File: config.mk
export PLATFORM = sky130hd
export DESIGN_NAME = ingress_fc
export DESIGN_NICKNAME = d
export VERILOG_FILES = /design/src/hdl/ingress_fc_pkg.sv /design/src/hdl/ingress_fc.sv
export VERILOG_INCLUDE_DIRS = /design/src /design/src/hdl
export SDC_FILE = /design/constraint.sdc
export NUM_CORES = 1
export LEC_CHECK = 0
export BUFFER_PORTS_ARGS = -buffer_cell sky130_fd_sc_hd__buf_2
export CORE_ASPECT_RATIO = 0.75
export CORE_UTILIZATION = 55
export CTS_CLUSTER_DIAMETER = 100
export CTS_CLUSTER_SIZE = 10
export DETAILED_ROUTE_END_ITERATION = 10
export PLACE_DENSITY_LB_ADDON = 0.05
export RECOVER_POWER = 25
export SETUP_SLACK_MARGIN = 0.05
export SYNTH_ARGS = -nofsm -noshare
export SYNTH_HDL_FRONTEND = slang
export SYNTH_SLANG_ARGS = --single-unit
File: constraint.sdc
create_clock -name clk -period 8.7 [get_ports clk]
set_input_delay 1.305 -clock clk [delete_from_list [all_inputs] [get_ports clk]]
set_output_delay 1.305 -clock clk [all_outputs]
set_load 0.005 [all_outputs]
File: src/hdl/ingress_fc_regs.svh
`ifndef INGRESS_FC_REGS_SVH
`define INGRESS_FC_REGS_SVH
// watermark limits in kB (1 kB = 1024 bytes)
`define WM_LOW_MIN_KB 7'd10
`define WM_LOW_MAX_KB 7'd74
`define WM_HIGH_MIN_KB 7'd11
`define WM_HIGH_MAX_KB 7'd75
// reset values of the provisioning
`define WM_LOW_RESET_KB 7'd10
`define WM_HIGH_RESET_KB 7'd75
`define FC_EN_RESET 1'b1
`define AN_EN_RESET 1'b1
// fixed pause duration carried in every generated pause frame (quanta)
`define PAUSE_TIME_QUANTA 16'hffff
// fixed pause repetition rate, frames per second
`define PAUSE_RATE_PER_S 32'd1000
// clock rate in hertz
`define CLK_HZ 32'd20000000
// one pause quantum is 512 bit times at 1 Gb/s = 512 ns
`define QUANTUM_NS 32'd512
`define CLK_PERIOD_NS 32'd50
// cycles per quantum, rounded up (a least time)
`define QUANTUM_CYC ((`QUANTUM_NS + `CLK_PERIOD_NS - 32'd1) / `CLK_PERIOD_NS)
// cycles between generated pause frames
`define PAUSE_PERIOD_CYC (`CLK_HZ / `PAUSE_RATE_PER_S)
// mac control ethertype and pause opcode
`define MAC_CTRL_TYPE 16'h8808
`define PAUSE_OPCODE 16'h0001
`endif

File: src/hdl/ingress_fc_pkg.sv
package ingress_fc_pkg;
  // flow control mode agreed by autonegotiation
  typedef enum logic [1:0] {
    FC_NONE = 2'b00,
    FC_SYM = 2'b01,
    FC_ASYM = 2'b10,
    FC_FAIL = 2'b11
  } fc_mode_t;
  // provisioning from management
  typedef struct packed {
    logic fc_en;
    logic an_en;
    logic [6:0] wm_low_kb;
    logic [6:0] wm_high_kb;
  } prov_t;
  // pause abilities: bit0 symmetric, bit1 asymmetric
  typedef struct packed {
    logic asym;
    logic sym;
  } pause_abil_t;
  // received frame header seen by the classifier
  typedef struct packed {
    logic [15:0] ethertype;
    logic [15:0] opcode;
    logic [15:0] quanta;
  } ctrl_hdr_t;
endpackage : ingress_fc_pkg

File: src/hdl/ingress_fc.sv
`timescale 1ns/1ps
`include "ingress_fc_regs.svh"
module ingress_fc
  import ingress_fc_pkg::*;
#(
  parameter int BUF_BYTES = 77824, // buffer size in bytes (76 kB)
  parameter int OCC_W = 17, // occupancy counter width
  parameter int PAUSE_PERIOD = `PAUSE_PERIOD_CYC // cycles between pauses
) (
  input wire logic clk, // 20 MHz clock
  input wire logic rstn, // async reset, active low
  input wire logic ce, // clock enable, freezes state when low
  input wire logic prov_wr, // one-cycle provisioning write strobe
  input wire prov_t prov_in, // provisioning value to write
  output prov_t prov_out, // provisioning in force
  output logic prov_err, // last write refused (range or order)
  input wire logic an_done, // autonegotiation finished
  input wire pause_abil_t peer_abil, // abilities the peer advertised
  output pause_abil_t adv_abil, // abilities we advertise
  output logic full_duplex, // always full duplex
  output fc_mode_t fc_mode, // resolved flow control mode
  output logic tx_disable, // transmitter off
  input wire logic rx_sof, // ingress frame starts
  input wire logic rx_valid, // ingress byte valid
  input wire logic rx_eof, // ingress frame ends, with last byte
  input wire logic [10:0] rx_len, // frame length estimate at start
  input wire ctrl_hdr_t rx_hdr, // header of frame at rx_sof
  output logic rx_drop, // frame dropped (tail drop or pause)
  input wire logic deq, // one byte leaves the buffer toward egress
  output logic [OCC_W-1:0] occupancy, // buffer bytes in use
  output logic pause_req, // one-cycle request to send a pause frame
  output logic [15:0] pause_quanta, // duration carried in that frame
  output logic pausing, // generator active
  input wire logic tx_busy, // egress frame in progress
  input wire logic tx_ready, // egress has a frame to start
  output logic tx_start, // permission to start a new frame
  output logic tx_paused // transmit held by received pause
);
  // ===========================================================
  // provisioning
  // ===========================================================
  prov_t prov_reg, prov_next;
  logic err_reg, err_next;
  logic ok;
  // check ranges and ordering before accepting a write
  always_comb begin
    ok = (prov_in.wm_low_kb >= `WM_LOW_MIN_KB) &&
         (prov_in.wm_low_kb <= `WM_LOW_MAX_KB) &&
         (prov_in.wm_high_kb >= `WM_HIGH_MIN_KB) &&
         (prov_in.wm_high_kb <= `WM_HIGH_MAX_KB) &&
         (prov_in.wm_low_kb < prov_in.wm_high_kb);
    prov_next = prov_reg;
    err_next = err_reg;
    if (prov_wr) begin
      err_next = !ok;
      if (ok) begin
        prov_next = prov_in;
      end
    end
  end
  // register provisioning; enables default on, kept across link restarts
  always_ff @(posedge clk or negedge rstn) begin
    if (!rstn) begin
      prov_reg <= '{fc_en: `FC_EN_RESET, an_en: `AN_EN_RESET,
                    wm_low_kb: `WM_LOW_RESET_KB,
                    wm_high_kb: `WM_HIGH_RESET_KB};
      err_reg <= 1'b0;
    end else if (ce) begin
      prov_reg <= prov_next;
      err_reg <= err_next;
    end
  end
  assign prov_out = prov_reg;
  assign prov_err = err_reg;

  // ===========================================================
  // autonegotiation resolution
  // ===========================================================
  fc_mode_t mode_reg, mode_next;
  // advertise all supported modes only with flow control on
  assign adv_abil = prov_reg.fc_en ? 2'b11 : 2'b00;
  assign full_duplex = 1'b1;
  // resolve the common mode when negotiation ends
  always_comb begin
    mode_next = mode_reg;
    if (!prov_reg.fc_en) begin
      mode_next = FC_NONE;
    end else if (!prov_reg.an_en) begin
      mode_next = FC_SYM; // forced mode without negotiation
    end else if (an_done) begin
      if (peer_abil.sym) begin
        mode_next = FC_SYM;
      end else if (peer_abil.asym) begin
        mode_next = FC_ASYM;
      end else begin
        mode_next = FC_FAIL;
      end
    end
  end
  always_ff @(posedge clk or negedge rstn) begin
    if (!rstn) begin
      mode_reg <= FC_NONE;
    end else if (ce) begin
      mode_reg <= mode_next;
    end
  end
  assign fc_mode = mode_reg;
  assign tx_disable = (mode_reg == FC_FAIL);

  // ===========================================================
  // ingress buffer accounting and tail drop
  // ===========================================================
  logic [OCC_W-1:0] occ_reg, occ_next;
  logic drop_reg, drop_next;
  logic in_frame_reg, in_frame_next;
  logic is_pause, fits, gen_ok;
  logic [OCC_W-1:0] room;
  // a pause frame is terminated here, never buffered
  assign is_pause = (rx_hdr.ethertype == `MAC_CTRL_TYPE) &&
                    (rx_hdr.opcode == `PAUSE_OPCODE);
  always_comb begin
    room = OCC_W'(BUF_BYTES) - occ_reg;
    fits = (OCC_W'(rx_len) <= room);
    occ_next = occ_reg;
    drop_next = drop_reg;
    in_frame_next = in_frame_reg;
    if (rx_sof) begin
      // newest frame is the one refused when no room: tail drop
      drop_next = is_pause || !fits;
      // a one-byte frame opens and closes in the same cycle
      in_frame_next = !(rx_valid && rx_eof);
    end else if (rx_valid && rx_eof) begin
      in_frame_next = 1'b0;
    end
    // store each accepted byte that finds the buffer not full until egress takes it; stray bytes
    // outside a frame are not stored
    if (rx_valid && (rx_sof || in_frame_reg) && !drop_next &&
        occ_reg != OCC_W'(BUF_BYTES)) begin
      occ_next = occ_next + 1'b1;
    end
    if (deq && occ_next != '0) begin
      occ_next = occ_next - 1'b1;
    end
  end
  always_ff @(posedge clk or negedge rstn) begin
    if (!rstn) begin
      occ_reg <= '0;
      drop_reg <= 1'b0;
      in_frame_reg <= 1'b0;
    end else if (ce) begin
      occ_reg <= occ_next;
      drop_reg <= drop_next;
      in_frame_reg <= in_frame_next;
    end
  end
  assign occupancy = occ_reg;
  assign rx_drop = drop_reg;

  // ===========================================================
  // pause generation with hysteresis
  // ===========================================================
  logic gen_reg, gen_next;
  logic [31:0] gcnt_reg, gcnt_next;
  logic req_reg, req_next;
  logic above_hi, below_lo;
  assign gen_ok = (mode_reg == FC_SYM) || (mode_reg == FC_ASYM);
  assign above_hi = occ_reg > {prov_reg.wm_high_kb, 10'h000};
  assign below_lo = occ_reg < {prov_reg.wm_low_kb, 10'h000};
  always_comb begin
    gen_next = gen_reg;
    gcnt_next = gcnt_reg;
    req_next = 1'b0;
    if (!gen_ok) begin
      gen_next = 1'b0;
    end else if (!gen_reg && above_hi) begin
      gen_next = 1'b1;
      gcnt_next = '0;
    end else if (gen_reg && below_lo) begin
      gen_next = 1'b0;
    end
    if (gen_next) begin
      // fixed repetition period; hazard: rate not software set
      // a fresh activation pulses at once, whatever count a stop left
      if (!gen_reg || gcnt_reg == 32'd0) begin
        req_next = 1'b1;
        gcnt_next = 32'(PAUSE_PERIOD - 1);
      end else begin
        gcnt_next = gcnt_reg - 32'd1;
      end
    end
  end
  always_ff @(posedge clk or negedge rstn) begin
    if (!rstn) begin
      gen_reg <= 1'b0;
      gcnt_reg <= '0;
      req_reg <= 1'b0;
    end else if (ce) begin
      gen_reg <= gen_next;
      gcnt_reg <= gcnt_next;
      req_reg <= req_next;
    end
  end
  assign pause_req = req_reg;
  assign pause_quanta = `PAUSE_TIME_QUANTA;
  assign pausing = gen_reg;

  // ===========================================================
  // received pause: hold new transmit frames
  // ===========================================================
  logic [15:0] q_reg, q_next;
  logic [5:0] sub_reg, sub_next;
  logic obey;
  assign obey = (mode_reg == FC_SYM);
  // the peer is trusted to quiet for our pause time
  always_comb begin
    q_next = q_reg;
    sub_next = sub_reg;
    if (rx_sof && is_pause && obey) begin
      q_next = rx_hdr.quanta;
      sub_next = 6'(`QUANTUM_CYC - 1);
    end else if (!obey) begin
      q_next = '0;
    end else if (q_reg != '0) begin
      if (sub_reg == '0) begin
        q_next = q_reg - 16'd1;
        sub_next = 6'(`QUANTUM_CYC - 1);
      end else begin
        sub_next = sub_reg - 6'd1;
      end
    end
  end
  always_ff @(posedge clk or negedge rstn) begin
    if (!rstn) begin
      q_reg <= '0;
      sub_reg <= '0;
    end else if (ce) begin
      q_reg <= q_next;
      sub_reg <= sub_next;
    end
  end
  assign tx_paused = (q_reg != '0);
  // a frame already in progress is untouched; only new starts wait
  assign tx_start = tx_ready && !tx_busy && !tx_paused &&
                    !tx_disable;
endmodule : ingress_fc

# After elaboration in Yosys (flattened, before gate mapping)
# Cells that the tools add are included.
op_classes:
  addsub: 6
  multipliers: 0
  n_div: 0
  magnitude_cmp: 8
  eq_ne: 9
  shifts: 0
  mux: 28
  bitwise_logic: 0
  reduce_logical: 45
op_table:
  columns: ["cell", "count"]
  rows:
  - ["32-bit 2-to-1 mux", 4]
  - ["16-bit 2-to-1 mux", 4]
  - ["17-bit 2-to-1 mux", 2]
  - ["32-bit logical NOT", 1]
  - ["32-bit by 1-bit subtractor with 32-bit output (second input constant)", 1]
  - ["6-bit 2-to-1 mux", 4]
  - ["17-bit by 1-bit adder with 17-bit output (second input constant)", 1]
  - ["17-bit greater-than comparator", 1]
  - ["11-bit by 17-bit less-or-equal comparator with 1-bit output", 1]
  - ["1-bit logical AND", 17]
  - ["17-bit less-than comparator", 1]
  - ["17-bit != test (second input constant)", 1]
  - ["17-bit nonzero test", 1]
  - ["17-bit by 1-bit subtractor with 17-bit output (second input constant)", 1]
  - ["17-bit subtractor (first input constant)", 1]
  - ["16-bit by 1-bit equality test with 1-bit output (second input constant)", 1]
  - ["16-bit equality test (second input constant)", 1]
  - ["16-bit nonzero test", 1]
  - ["16-bit by 1-bit subtractor with 16-bit output (second input constant)", 1]
  - ["7-bit by 4-bit greater-or-equal comparator with 1-bit output (second input constant)", 2]
  - ["7-bit less-or-equal comparator (second input constant)", 2]
  - ["3-bit AND reduction", 4]
  - ["2-bit 2-to-1 mux", 5]
  - ["2-bit nonzero test", 5]
  - ["other kinds (12)", 33]
totals:
  regBits: 94
  latchBits: 0
  ram_bits: 0
  romBits: 0
  input_bits: 88
  out_inout_bits: 61
  wordCells: 110
  mem_count: 0

# Longest topological paths before layout
# Gate-level depths: netlist of run 1.
depth:
  depth_word: 12
  ltp_mapped: 27
  mapped_depth_nobuf: 24

# Worst setup path after synthesis of run 1
# OpenSTA, ideal clock, no wires.
synth_path:
  path_kind: "register to register"
  start: "register occ_reg[0], in the netlist occupancy[0]"
  end: "register occ_reg[9], in the netlist occupancy[9]"
  setup_ps: 80
  t_arrival_ps: 5867
  required_time_ps: 8620
  path_slack_ps: 2753
  path_stages_with_launch: 27
  path_buffers: 3
  synth_period_minus_slack_ps: 5947
  path_cell_list: "dfrtp_1 > clkbuf_1 > inv_1 > ha_1 > nand2_1 > or2_2 > o41ai_1 > nand2_1 > ha_1 > nand4_1 > o32ai_1 > or4b_4 > or4_4 > nor3_2 > nor2_1 > clkbuf_1 > xnor2_1 > ha_1 > and3_1 > a311o_1 > or2_2 > nand4_2 > nor3_4 > buf_6 > nor4_1 > mux2i_1 > xnor2_1"
synth_via:
  elab_chain_cells: 12
  elab_cells_between_ends: 15
  cone_classes: "3 x add/sub; 1 x order compare; 1 x eq/ne; 3 x mux; 7 x reduce/logical"
synth_lines:
  columns: ["item", "line", "rtl"]
  rows:
  - ["start, declared", "ingress_fc.sv:113", "logic [OCC_W-1:0] occ_reg, occ_next;"]
  - ["start signal, assigned", "ingress_fc.sv:151", "occ_reg <= occ_next;"]
  - ["17-bit subtractor", "ingress_fc.sv:122", "room = OCC_W'(BUF_BYTES) - occ_reg;"]
  - ["11-bit by 17-bit less-or-equal comparator with 1-bit output", "ingress_fc.sv:123", "fits = (OCC_W'(rx_len) <= room);"]
  - ["1-bit logical NOT", "ingress_fc.sv:129", "drop_next = is_pause || !fits;"]
  - ["1-bit logical OR", "ingress_fc.sv:129", null]
  - ["1-bit 2-to-1 mux", "ingress_fc.sv:127", "if (rx_sof) begin"]
  - ["1-bit logical NOT", "ingress_fc.sv:137", "if (rx_valid && (rx_sof || in_frame_reg) && !drop_next &&"]
  - ["1-bit logical AND (2 in a row)", "ingress_fc.sv:137", null]
  - ["17-bit 2-to-1 mux *", "ingress_fc.sv:137", null]
  - ["branches (longest 2 deep; another with 17-bit by 1-bit subtractor with 17-bit output)", null, null]
  - ["17-bit 2-to-1 mux *", "ingress_fc.sv:141", "if (deq && occ_next != '0) begin"]
# Mark *: on every way between the ends.
# A chain may end at the register's enable or synchronous reset.

# Final worst setup path of run 1
# Same ends and word-level chain as after synthesis.

==> results of run 1 <==
## synthesized netlist by cell type (4+ instances only)
| library cell | instances |
|---|---|
| o31ai_1 | 4 |
| nor2b_1 | 9 |
| or4_1 | 5 |
| a21o_1 | 12 |
| clkbuf_1 | 28 |
| nand2_1 | 76 |
| buf_4 | 20 |
| o21a_1 | 9 |
| nor3_1 | 29 |
| nand3_1 | 24 |
| o21ai_1 | 8 |
| nor4_1 | 35 |
| xor2_1 | 9 |
| ha_1 | 42 |
| or2_2 | 6 |
| dfstp_2 | 8 |
| nor2_1 | 86 |
| and2_1 | 6 |
| xnor2_1 | 45 |
| a31oi_1 | 9 |
| mux2i_1 | 6 |
| nand4_1 | 20 |
| dfrtp_1 | 86 |
| or3_1 | 16 |
| and3_1 | 11 |
| a211oi_1 | 9 |
| and4_1 | 5 |
| a21oi_1 | 39 |
| mux2_2 | 13 |
| inv_1 | 44 |
| nor4b_1 | 12 |
| buf_2 | 6 |
| nand2b_1 | 15 |
| o21ai_0 | 69 |
## worst min-delay path by stage
stage	slack (ns)	to	cells after the start	startpoint
final	0.49	pause_req	1	pause_req
after global routing	0.50	sub_reg[5]	1	sub_reg[5]
after CTS	0.49	pause_req	1	pause_req
after detailed placement	0.47	pause_req	1	pause_req
after global placement	0.47	pause_req	1	pause_req
after floorplan	0.45	sub_reg[5]	1	sub_reg[5]
## cell type report
type	instances	area [um^2]	share of cell area, %
multi-input combinational	708	4620	55.2
sequential	94	2360	28.2
timing repair buffer	137	689	8.23
clock buffer	9	225	2.69
tap	171	214	2.56
inverter	44	165	1.97
clock inverter	7	93.8	1.12
## power by group through the flow
stage | sequential, uW | combinational (uW) | clock [uW]
after floorplan | 685 | 826 | 0
final | 771 | 1030 | 422
after detailed placement | 774 | 1020 | 0
after global placement | 773 | 1000 | 0
after CTS | 768 | 1030 | 428
after global routing | 800 | 1160 | 446
## metal layers
layer  track usage [%]  vias up  routed length [um]
li1                  -     3414                   -
met1              41.5     3272                9170
met2              43.1      263                8390
met3              7.39       22                1680
met4              6.41        0                 206
met5                 0        -                   0
## per-stage QoR
| step | util (%) | setup slack, ns | area, um^2 | hold slack, ns | instances |
|---|---|---|---|---|---|
| 2_1_floorplan | - | 2.75 | 7460 | 0.452 | 904 |
| 4_1_cts | 64.2 | 2.35 | 8390 | 0.491 | 1170 |
| 5_1_grt | 64.1 | 1.93 | 8370 | 0.501 | 1170 |
| 3_5_place_dp | 61.8 | 2.40 | 8070 | 0.474 | 1154 |
| 6_report | 64.1 | 2.29 | 8370 | 0.490 | 1170 |
| 3_3_place_gp | 61.8 | 2.59 | 8070 | 0.470 | 1154 |
## worst max-delay path: stages, from the launching register on
cell,delay [ns]
dfrtp_1,0.52
inv_1,0.16
ha_1,0.22
nand2_1,0.08
or2_2,0.30
o41ai_1,0.28
nand2_1,0.10
ha_1,0.30
nand4_1,0.10
o32ai_1,0.11
or4b_4,0.58
or4_4,0.59
nor3_2,0.33
nor2_1,0.27
xnor2_1,0.21
ha_1,0.25
and3_1,0.17
a311o_1,0.36
or2_2,0.30
nand4_2,0.19
nor3_4,0.13
nor4_1,0.40
mux2i_1,0.26
xnor2_1,0.13
## logic make-up (layout without fill, tap and decap cells)
logic type | count (synthesis) | after routing | synth area share [%]
xor gates and xnor gates | 54 | 54 | 6.39
buffers and inverters | 102 | 197 | 6.59
DFF | 94 | 94 | 31.9
adders and majority gates | 42 | 42 | 7.10
AOI/OAI and AO/OA | 202 | 202 | 17.4
and+or+nand+nor | 372 | 372 | 27.3
other | 1 | 17 | 0.0507
muxes | 21 | 21 | 3.30
==> summary.txt, run 1 <==
Outcome
  – Run status: complete, but fails checks
  – Failing checks: max-capacitance violations, max-slew violations

Finish
  – Max FFs per register: 32
  – Most frequent cells in the layout: buf_2 (125), nor2_1 (86), dfrtp_1 (86)
  – Layout area overhead: 13.1%
  – Fillcell total: 1179
  – Diodes inserted: 0
  – Layout cells sized above 1: 19.0%
  – Count of nets after finishing: 1124
  – Most common cell after layout, fill and taps aside: buf_2

Yosys
  – EDFF count, synth: 0
  – Synth Warn #: 0
  – Cells after Synth: 888
  – Synth async-reset ratio: 100%
  – Synthesized cell area: 7400 um^2
  – Mean Syn Cell Area: 8.34 um^2
  – Synth unique cells: 73
  – Primary FF master, synth: dfrtp_1
  – #FFs+latches synth: 94
  – Yosys top cell area share: 29.1%
  – Seq/Total Area, Yosys: 31.9%
  – Synth top area cells: dfrtp_1 (29%), ha_1 (7.1%), xnor2_1 (5.3%)
  – Synth area leader: dfrtp_1

Die
  – Die area: 13900 um^2
  – # IOs: 149
  – Chip width: 136 um
  – Core area: 13100 um^2
  – Die Y: 102 um
  – Initial Utilization: 56.7%
  – Cell Rows: 36

Setup path
  – Critical R2R Capture: occupancy[9]
  – CP Capture Point: occupancy[9]
  – Worst r2r src: occupancy[0]
  – Maximum fanout along the worst path: 16
  – Critical Path AT: 6.68 ns
  – Worst Setup Start Kind: flip-flop
  – R2r worst-path depth: 23
  – Crit. End Element: flip-flop
  – Data required, critical path: 8.97 ns
  – Crit Path Class: flip-flop to flip-flop
  – Crit. Startpoint: occupancy[0]
  – R2r setup slk: 2.29 ns

Power and ir drop
  – Pwr Total: 2220 uW
  – Psw: 974 uW
  – Power per cell area: 266 nW/um^2
  – Sw frac: 43.8%
  – Part of the power in combinational logic: 46.3%
  – LEAKAGE: 0.00369 uW
  – Clock power share: 19.0%
  – Max VDD drop: 132 uV
  – Sequential share of power: 34.7%
  – Internal power: 1250 uW

Hold path
  – Min-Delay Path Class: flip-flop to flip-flop

Flow run
  – Max Cap Viol: 3

Clock tree
  – Post_cts resized: 0
  – H-tree lvl count: 3
  – CTS Buf Count: 9
  – Latest clock arrival within the worst-skew pair: 0.35 ns
  – Post-CTS setup buffer count: 0
  – CTS Buffer Depth: 2
  – CTS hold repair buffers: 0
  – CTS tree: built
  – # clock sinks: 94
  – Root Buffer Master: clkbuf_16
  – Clk slew on worst S/H paths: 0.07 ns

Global route
  – Largest net degree at the start of global routing: 61
  – All-Layer GR Usage: 28.8%
  – Vias in the first global route: 6136
  – Gr ovfl total: 0
  – Initial antenna violation count: 0
  – First-pass GRT wire length: 31200 um

Placed design
  – Port-buffer cells: 131
  – RePlAce Congestion: 0.945
  – Post-DP HPWL: 14300 um

STA
  – RSZ-0062 raised after global routing: no
  – Setup violators final: 0
  – Setup TNS: 0 ns
  – Worst-Margin Slew: 3.31 ns
  – Fin crit share: 73.7%
  – Max Fclk: 156 MHz
  – Clk_skew: 0.00803 ns
  – Max-slew headroom: -120%
  – Final-report max-slew violation count: 125
  – Final worst path period need: 6.41 ns
  – Final Hold Fails: 0

Route
  – DR vias: 6971
  – Routed vias/inst: 5.96
  – DRC: 0
  – DRT antenna net count: 0
  – Initial drt markers: 512
  – Routed WL: 19500 um
  – Drt wl/cell: 16.6 um
  – Router iterations before antenna repair: 6
No activity file was read; power rests on OpenSTA's default activity.
==> run 2: changes to the inputs <==
--- a/config.mk
+++ b/config.mk
@@ -8,7 +8,7 @@
 export LEC_CHECK = 0
 export BUFFER_PORTS_ARGS = -buffer_cell sky130_fd_sc_hd__buf_2
 export CORE_ASPECT_RATIO = 0.75
-export CORE_UTILIZATION = 55
+export CORE_UTILIZATION = 51
 export CTS_CLUSTER_DIAMETER = 100
 export CTS_CLUSTER_SIZE = 10
 export DETAILED_ROUTE_END_ITERATION = 10
==> constraint.sdc (replaced) <==
create_clock -name clk -period 5.85 [get_ports clk]
set_input_delay 0.8775 -clock clk [delete_from_list [all_inputs] [get_ports clk]]
set_output_delay 0.8775 -clock clk [all_outputs]
set_load 0.005 [all_outputs]
==> summary.txt, run 2 (synthesis gave the netlist of run 1 again) <==
STA
  – Setup violators final: 0 (unchanged)
  – Fin crit share: 95.1% (was 73.7%)
  – Hold_ws: 0.482 ns (was 0.490 ns)
  – Clk_skew: 0.0103 ns (was 0.00803 ns)
  – Worst-Margin Slew: 1.68 ns (was 3.31 ns)
  – Setup TNS: 0 ns (unchanged)
  – Max Fclk: 180 MHz (was 156 MHz)
  – Max-slew headroom: -12.3% (was -120%)
  – Final worst path period need: 5.56 ns (was 6.41 ns)
  – Final-report max-slew violation count: 97 (was 125)
  – Final Hold Fails: 0 (unchanged)
  – RSZ-0062 raised after global routing: no (unchanged)

Placed design
  – Placed cell area: 8240 um^2 (was 8070 um^2)
  – RePlAce Congestion: 0.970 (was 0.945)
  – Post-DP HPWL: 15100 um (was 14300 um)
  – Port-buffer cells: 131 (unchanged)

Outcome
  – Failing checks: max-capacitance violations, max-slew violations (unchanged)
  – Run status: complete, but fails checks (unchanged)

Hold path
  – Hold path depth: 1 (unchanged)
  – Min-Delay Path Class: flip-flop to flip-flop (unchanged)
  – Worst Hold Path EP: pause_req (unchanged)
  – HP Start: pause_req (unchanged)

Global route
  – Largest net degree at the start of global routing: 65 (was 61)
  – All-Layer GR Usage: 27.6% (was 28.8%)
  – Met1 GRT Util: 41.9% (was 41.5%)
  – First-pass GRT wire length: 32800 um (was 31200 um)
  – Grt met2 use: 39.1% (was 43.1%)
  – Met3 Use GR: 5.63% (was 7.39%)
  – GRT busiest layer: met1 (was met2)
  – Initial antenna violation count: 0 (unchanged)
  – Vias in the first global route: 6384 (was 6136)
  – Gr ovfl total: 0 (unchanged)

Setup path
  – Crit Path Class: flip-flop to flip-flop (unchanged)
  – Critical Path AT: 5.84 ns (was 6.68 ns)
  – Crit. Startpoint: occupancy[0] (unchanged)
  – Crit. End Element: flip-flop (unchanged)
  – Maximum fanout along the worst path: 12 (was 16)
  – Worst Setup Start Kind: flip-flop (unchanged)
  – Worst r2r src: occupancy[0] (unchanged)
  – R2r setup slk: 0.29 ns (was 2.29 ns)
  – R2r worst-path depth: 24 (was 23)
  – Data required, critical path: 6.13 ns (was 8.97 ns)
  – Critical R2R Capture: occupancy[6] (was occupancy[9])

Power and ir drop
  – Max VDD drop: 326 uV (was 132 uV)
  – Clock power share: 17.7% (was 19.0%)
  – Internal power: 1940 uW (was 1250 uW)
  – Part of the power in combinational logic: 50.8% (was 46.3%)
  – Psw: 1490 uW (was 974 uW)
  – LEAKAGE: 0.00381 uW (was 0.00369 uW)
  – Sequential share of power: 31.5% (was 34.7%)
  – Sw frac: 43.4% (was 43.8%)
  – Power per cell area: 397 nW/um^2 (was 266 nW/um^2)

Finish
  – Count of nets after finishing: 1146 (was 1124)
  – Design area: 8640 um^2 (was 8370 um^2)
  – Most common cell after layout, fill and taps aside: buf_2 (unchanged)
  – Most frequent cells in the layout: buf_2 (126), dfrtp_1 (85), nor2_1 (83) (was buf_2 (125), nor2_1 (86), dfrtp_1 (86))
  – Layout area overhead: 16.7% (was 13.1%)
  – Diodes inserted: 0 (unchanged)
  – Layout cells sized above 1: 21.9% (was 19.0%)
  – Max FFs per register: 32 (unchanged)

Route
  – DRT antenna net count: 0 (unchanged)
  – DR vias: 7092 (was 6971)
  – Drt wl/cell: 16.7 um (was 16.6 um)
  – Routed vias/inst: 5.83 (was 5.96)
  – DRC: 0 (unchanged)
  – Routed WL: 20300 um (was 19500 um)
  – Initial drt markers: 482 (was 512)
  – Router iterations before antenna repair: 5 (was 6)

Die
  – Initial Utilization: 53.1% (was 56.7%)
  – # IOs: 149 (unchanged)
  – Cell Rows: 37 (was 36)
  – Chip width: 141 um (was 136 um)
  – Die Y: 106 um (was 102 um)
  – Core area: 13900 um^2 (was 13100 um^2)
  – Die area: 15000 um^2 (was 13900 um^2)

Clock tree
  – # clock sinks: 94 (unchanged)
  – Latest clock arrival within the worst-skew pair: 0.36 ns (was 0.35 ns)
  – CTS tree: built (unchanged)
  – H-tree lvl count: 3 (unchanged)
  – Clk slew on worst S/H paths: 0.07 ns (about the same)
  – Root Buffer Master: clkbuf_16 (unchanged)
  – CTS hold repair buffers: 0 (unchanged)
  – CTS Buffer Depth: 2 (unchanged)
  – CTS Buf Count: 9 (unchanged)

Flow run
  – Max Cap Viol: 2 (was 3)
==> run 2: changes by cell type in the layout (fill, tap and decap cells not counted), moves of 2 or more <==
| cell | previous run | this run |
|---|---|---|
| nor2_1 | 86 | 83 |
| nor2_2 | 1 | 4 |
| buf_4 | 5 | 26 |
| ha_4 | 0 | 2 |
| nor4_1 | 35 | 32 |
| inv_8 | 2 | 0 |
| nor4_2 | 0 | 3 |
| ha_1 | 42 | 40 |
==> run 2: area by class of cell <==
type | count | area [um^2]
clock buffers | 12 | 246
clock inverters | 4 | 55.1
fillers | 1285 | 5300
inverters | 44 | 165
multi-input cells | 708 | 4700
flip-flops and latches | 94 | 2360
well taps | 195 | 244
repair buffers | 159 | 861
==> run 2: metrics by stage <==
step | setup slack [ns] | utilization (%) | power (uW) | cells
finish | 0.286 | 62.0 | 3430 | 1216
global route | 0.0484 | 62.0 | 3700 | 1216
CTS | 0.0959 | 61.3 | 3380 | 1211
detailed placement | 0.138 | 59.1 | 2760 | 1195
global placement | 0.262 | 59.1 | 2750 | 1195
floorplan | 0.0774 | - | 2250 | 904
==> run 2: critical path, stage by stage (launching register included) <==
cell     delay [ns]
dfrtp_1        0.38
inv_1          0.13
ha_4           0.17
nand2_1        0.06
or2_2          0.31
nor2_2         0.11
xor2_1         0.19
ha_1           0.28
nand4_1        0.13
o32ai_1        0.10
or4b_4         0.60
or4_4          0.58
nor3_4         0.15
nor2_1         0.09
xnor2_1        0.16
ha_1           0.22
and3_1         0.18
a311o_1        0.36
or2_4          0.26
nand4_4        0.12
nor3_4         0.06
buf_6          0.16
or3_1          0.40
a21oi_2        0.16
xor2_1         0.15
==> run 2: worst max path at each step <==
| stage | endpoint | cells past startpoint |
|---|---|---|
| 4_1_cts | occupancy[13] | 23 |
| 6_report | occupancy[6] | 24 |
| 5_1_grt | occupancy[6] | 22 |
| 2_1_floorplan | occupancy[9] | 26 |
| 3_3_place_gp | occupancy[6] | 23 |
| 3_5_place_dp | occupancy[13] | 23 |
==> run 2: power groups by stage <==
stage | registers, uW | clock network (uW) | logic (uW)
after floorplan | 1020 | 0 | 1230
after global placement | 1080 | 0 | 1670
after detailed placement | 1080 | 0 | 1680
after CTS | 1070 | 618 | 1690
after global routing | 1110 | 639 | 1950
final | 1080 | 607 | 1740
==> run 2: repair_timing <==
item | in CTS | in global routing
setup buffers | 0 | 5
gates resized for setup | 0 | 15
setup endpoints to repair | 0 | 16
==> run 2: layer usage <==
layer  vias to the layer above  wire (um)
li1                       3453          -
met1                      3337      10100
met2                       264       8400
met3                        38       1490
met4                         0        342
met5                         -          0
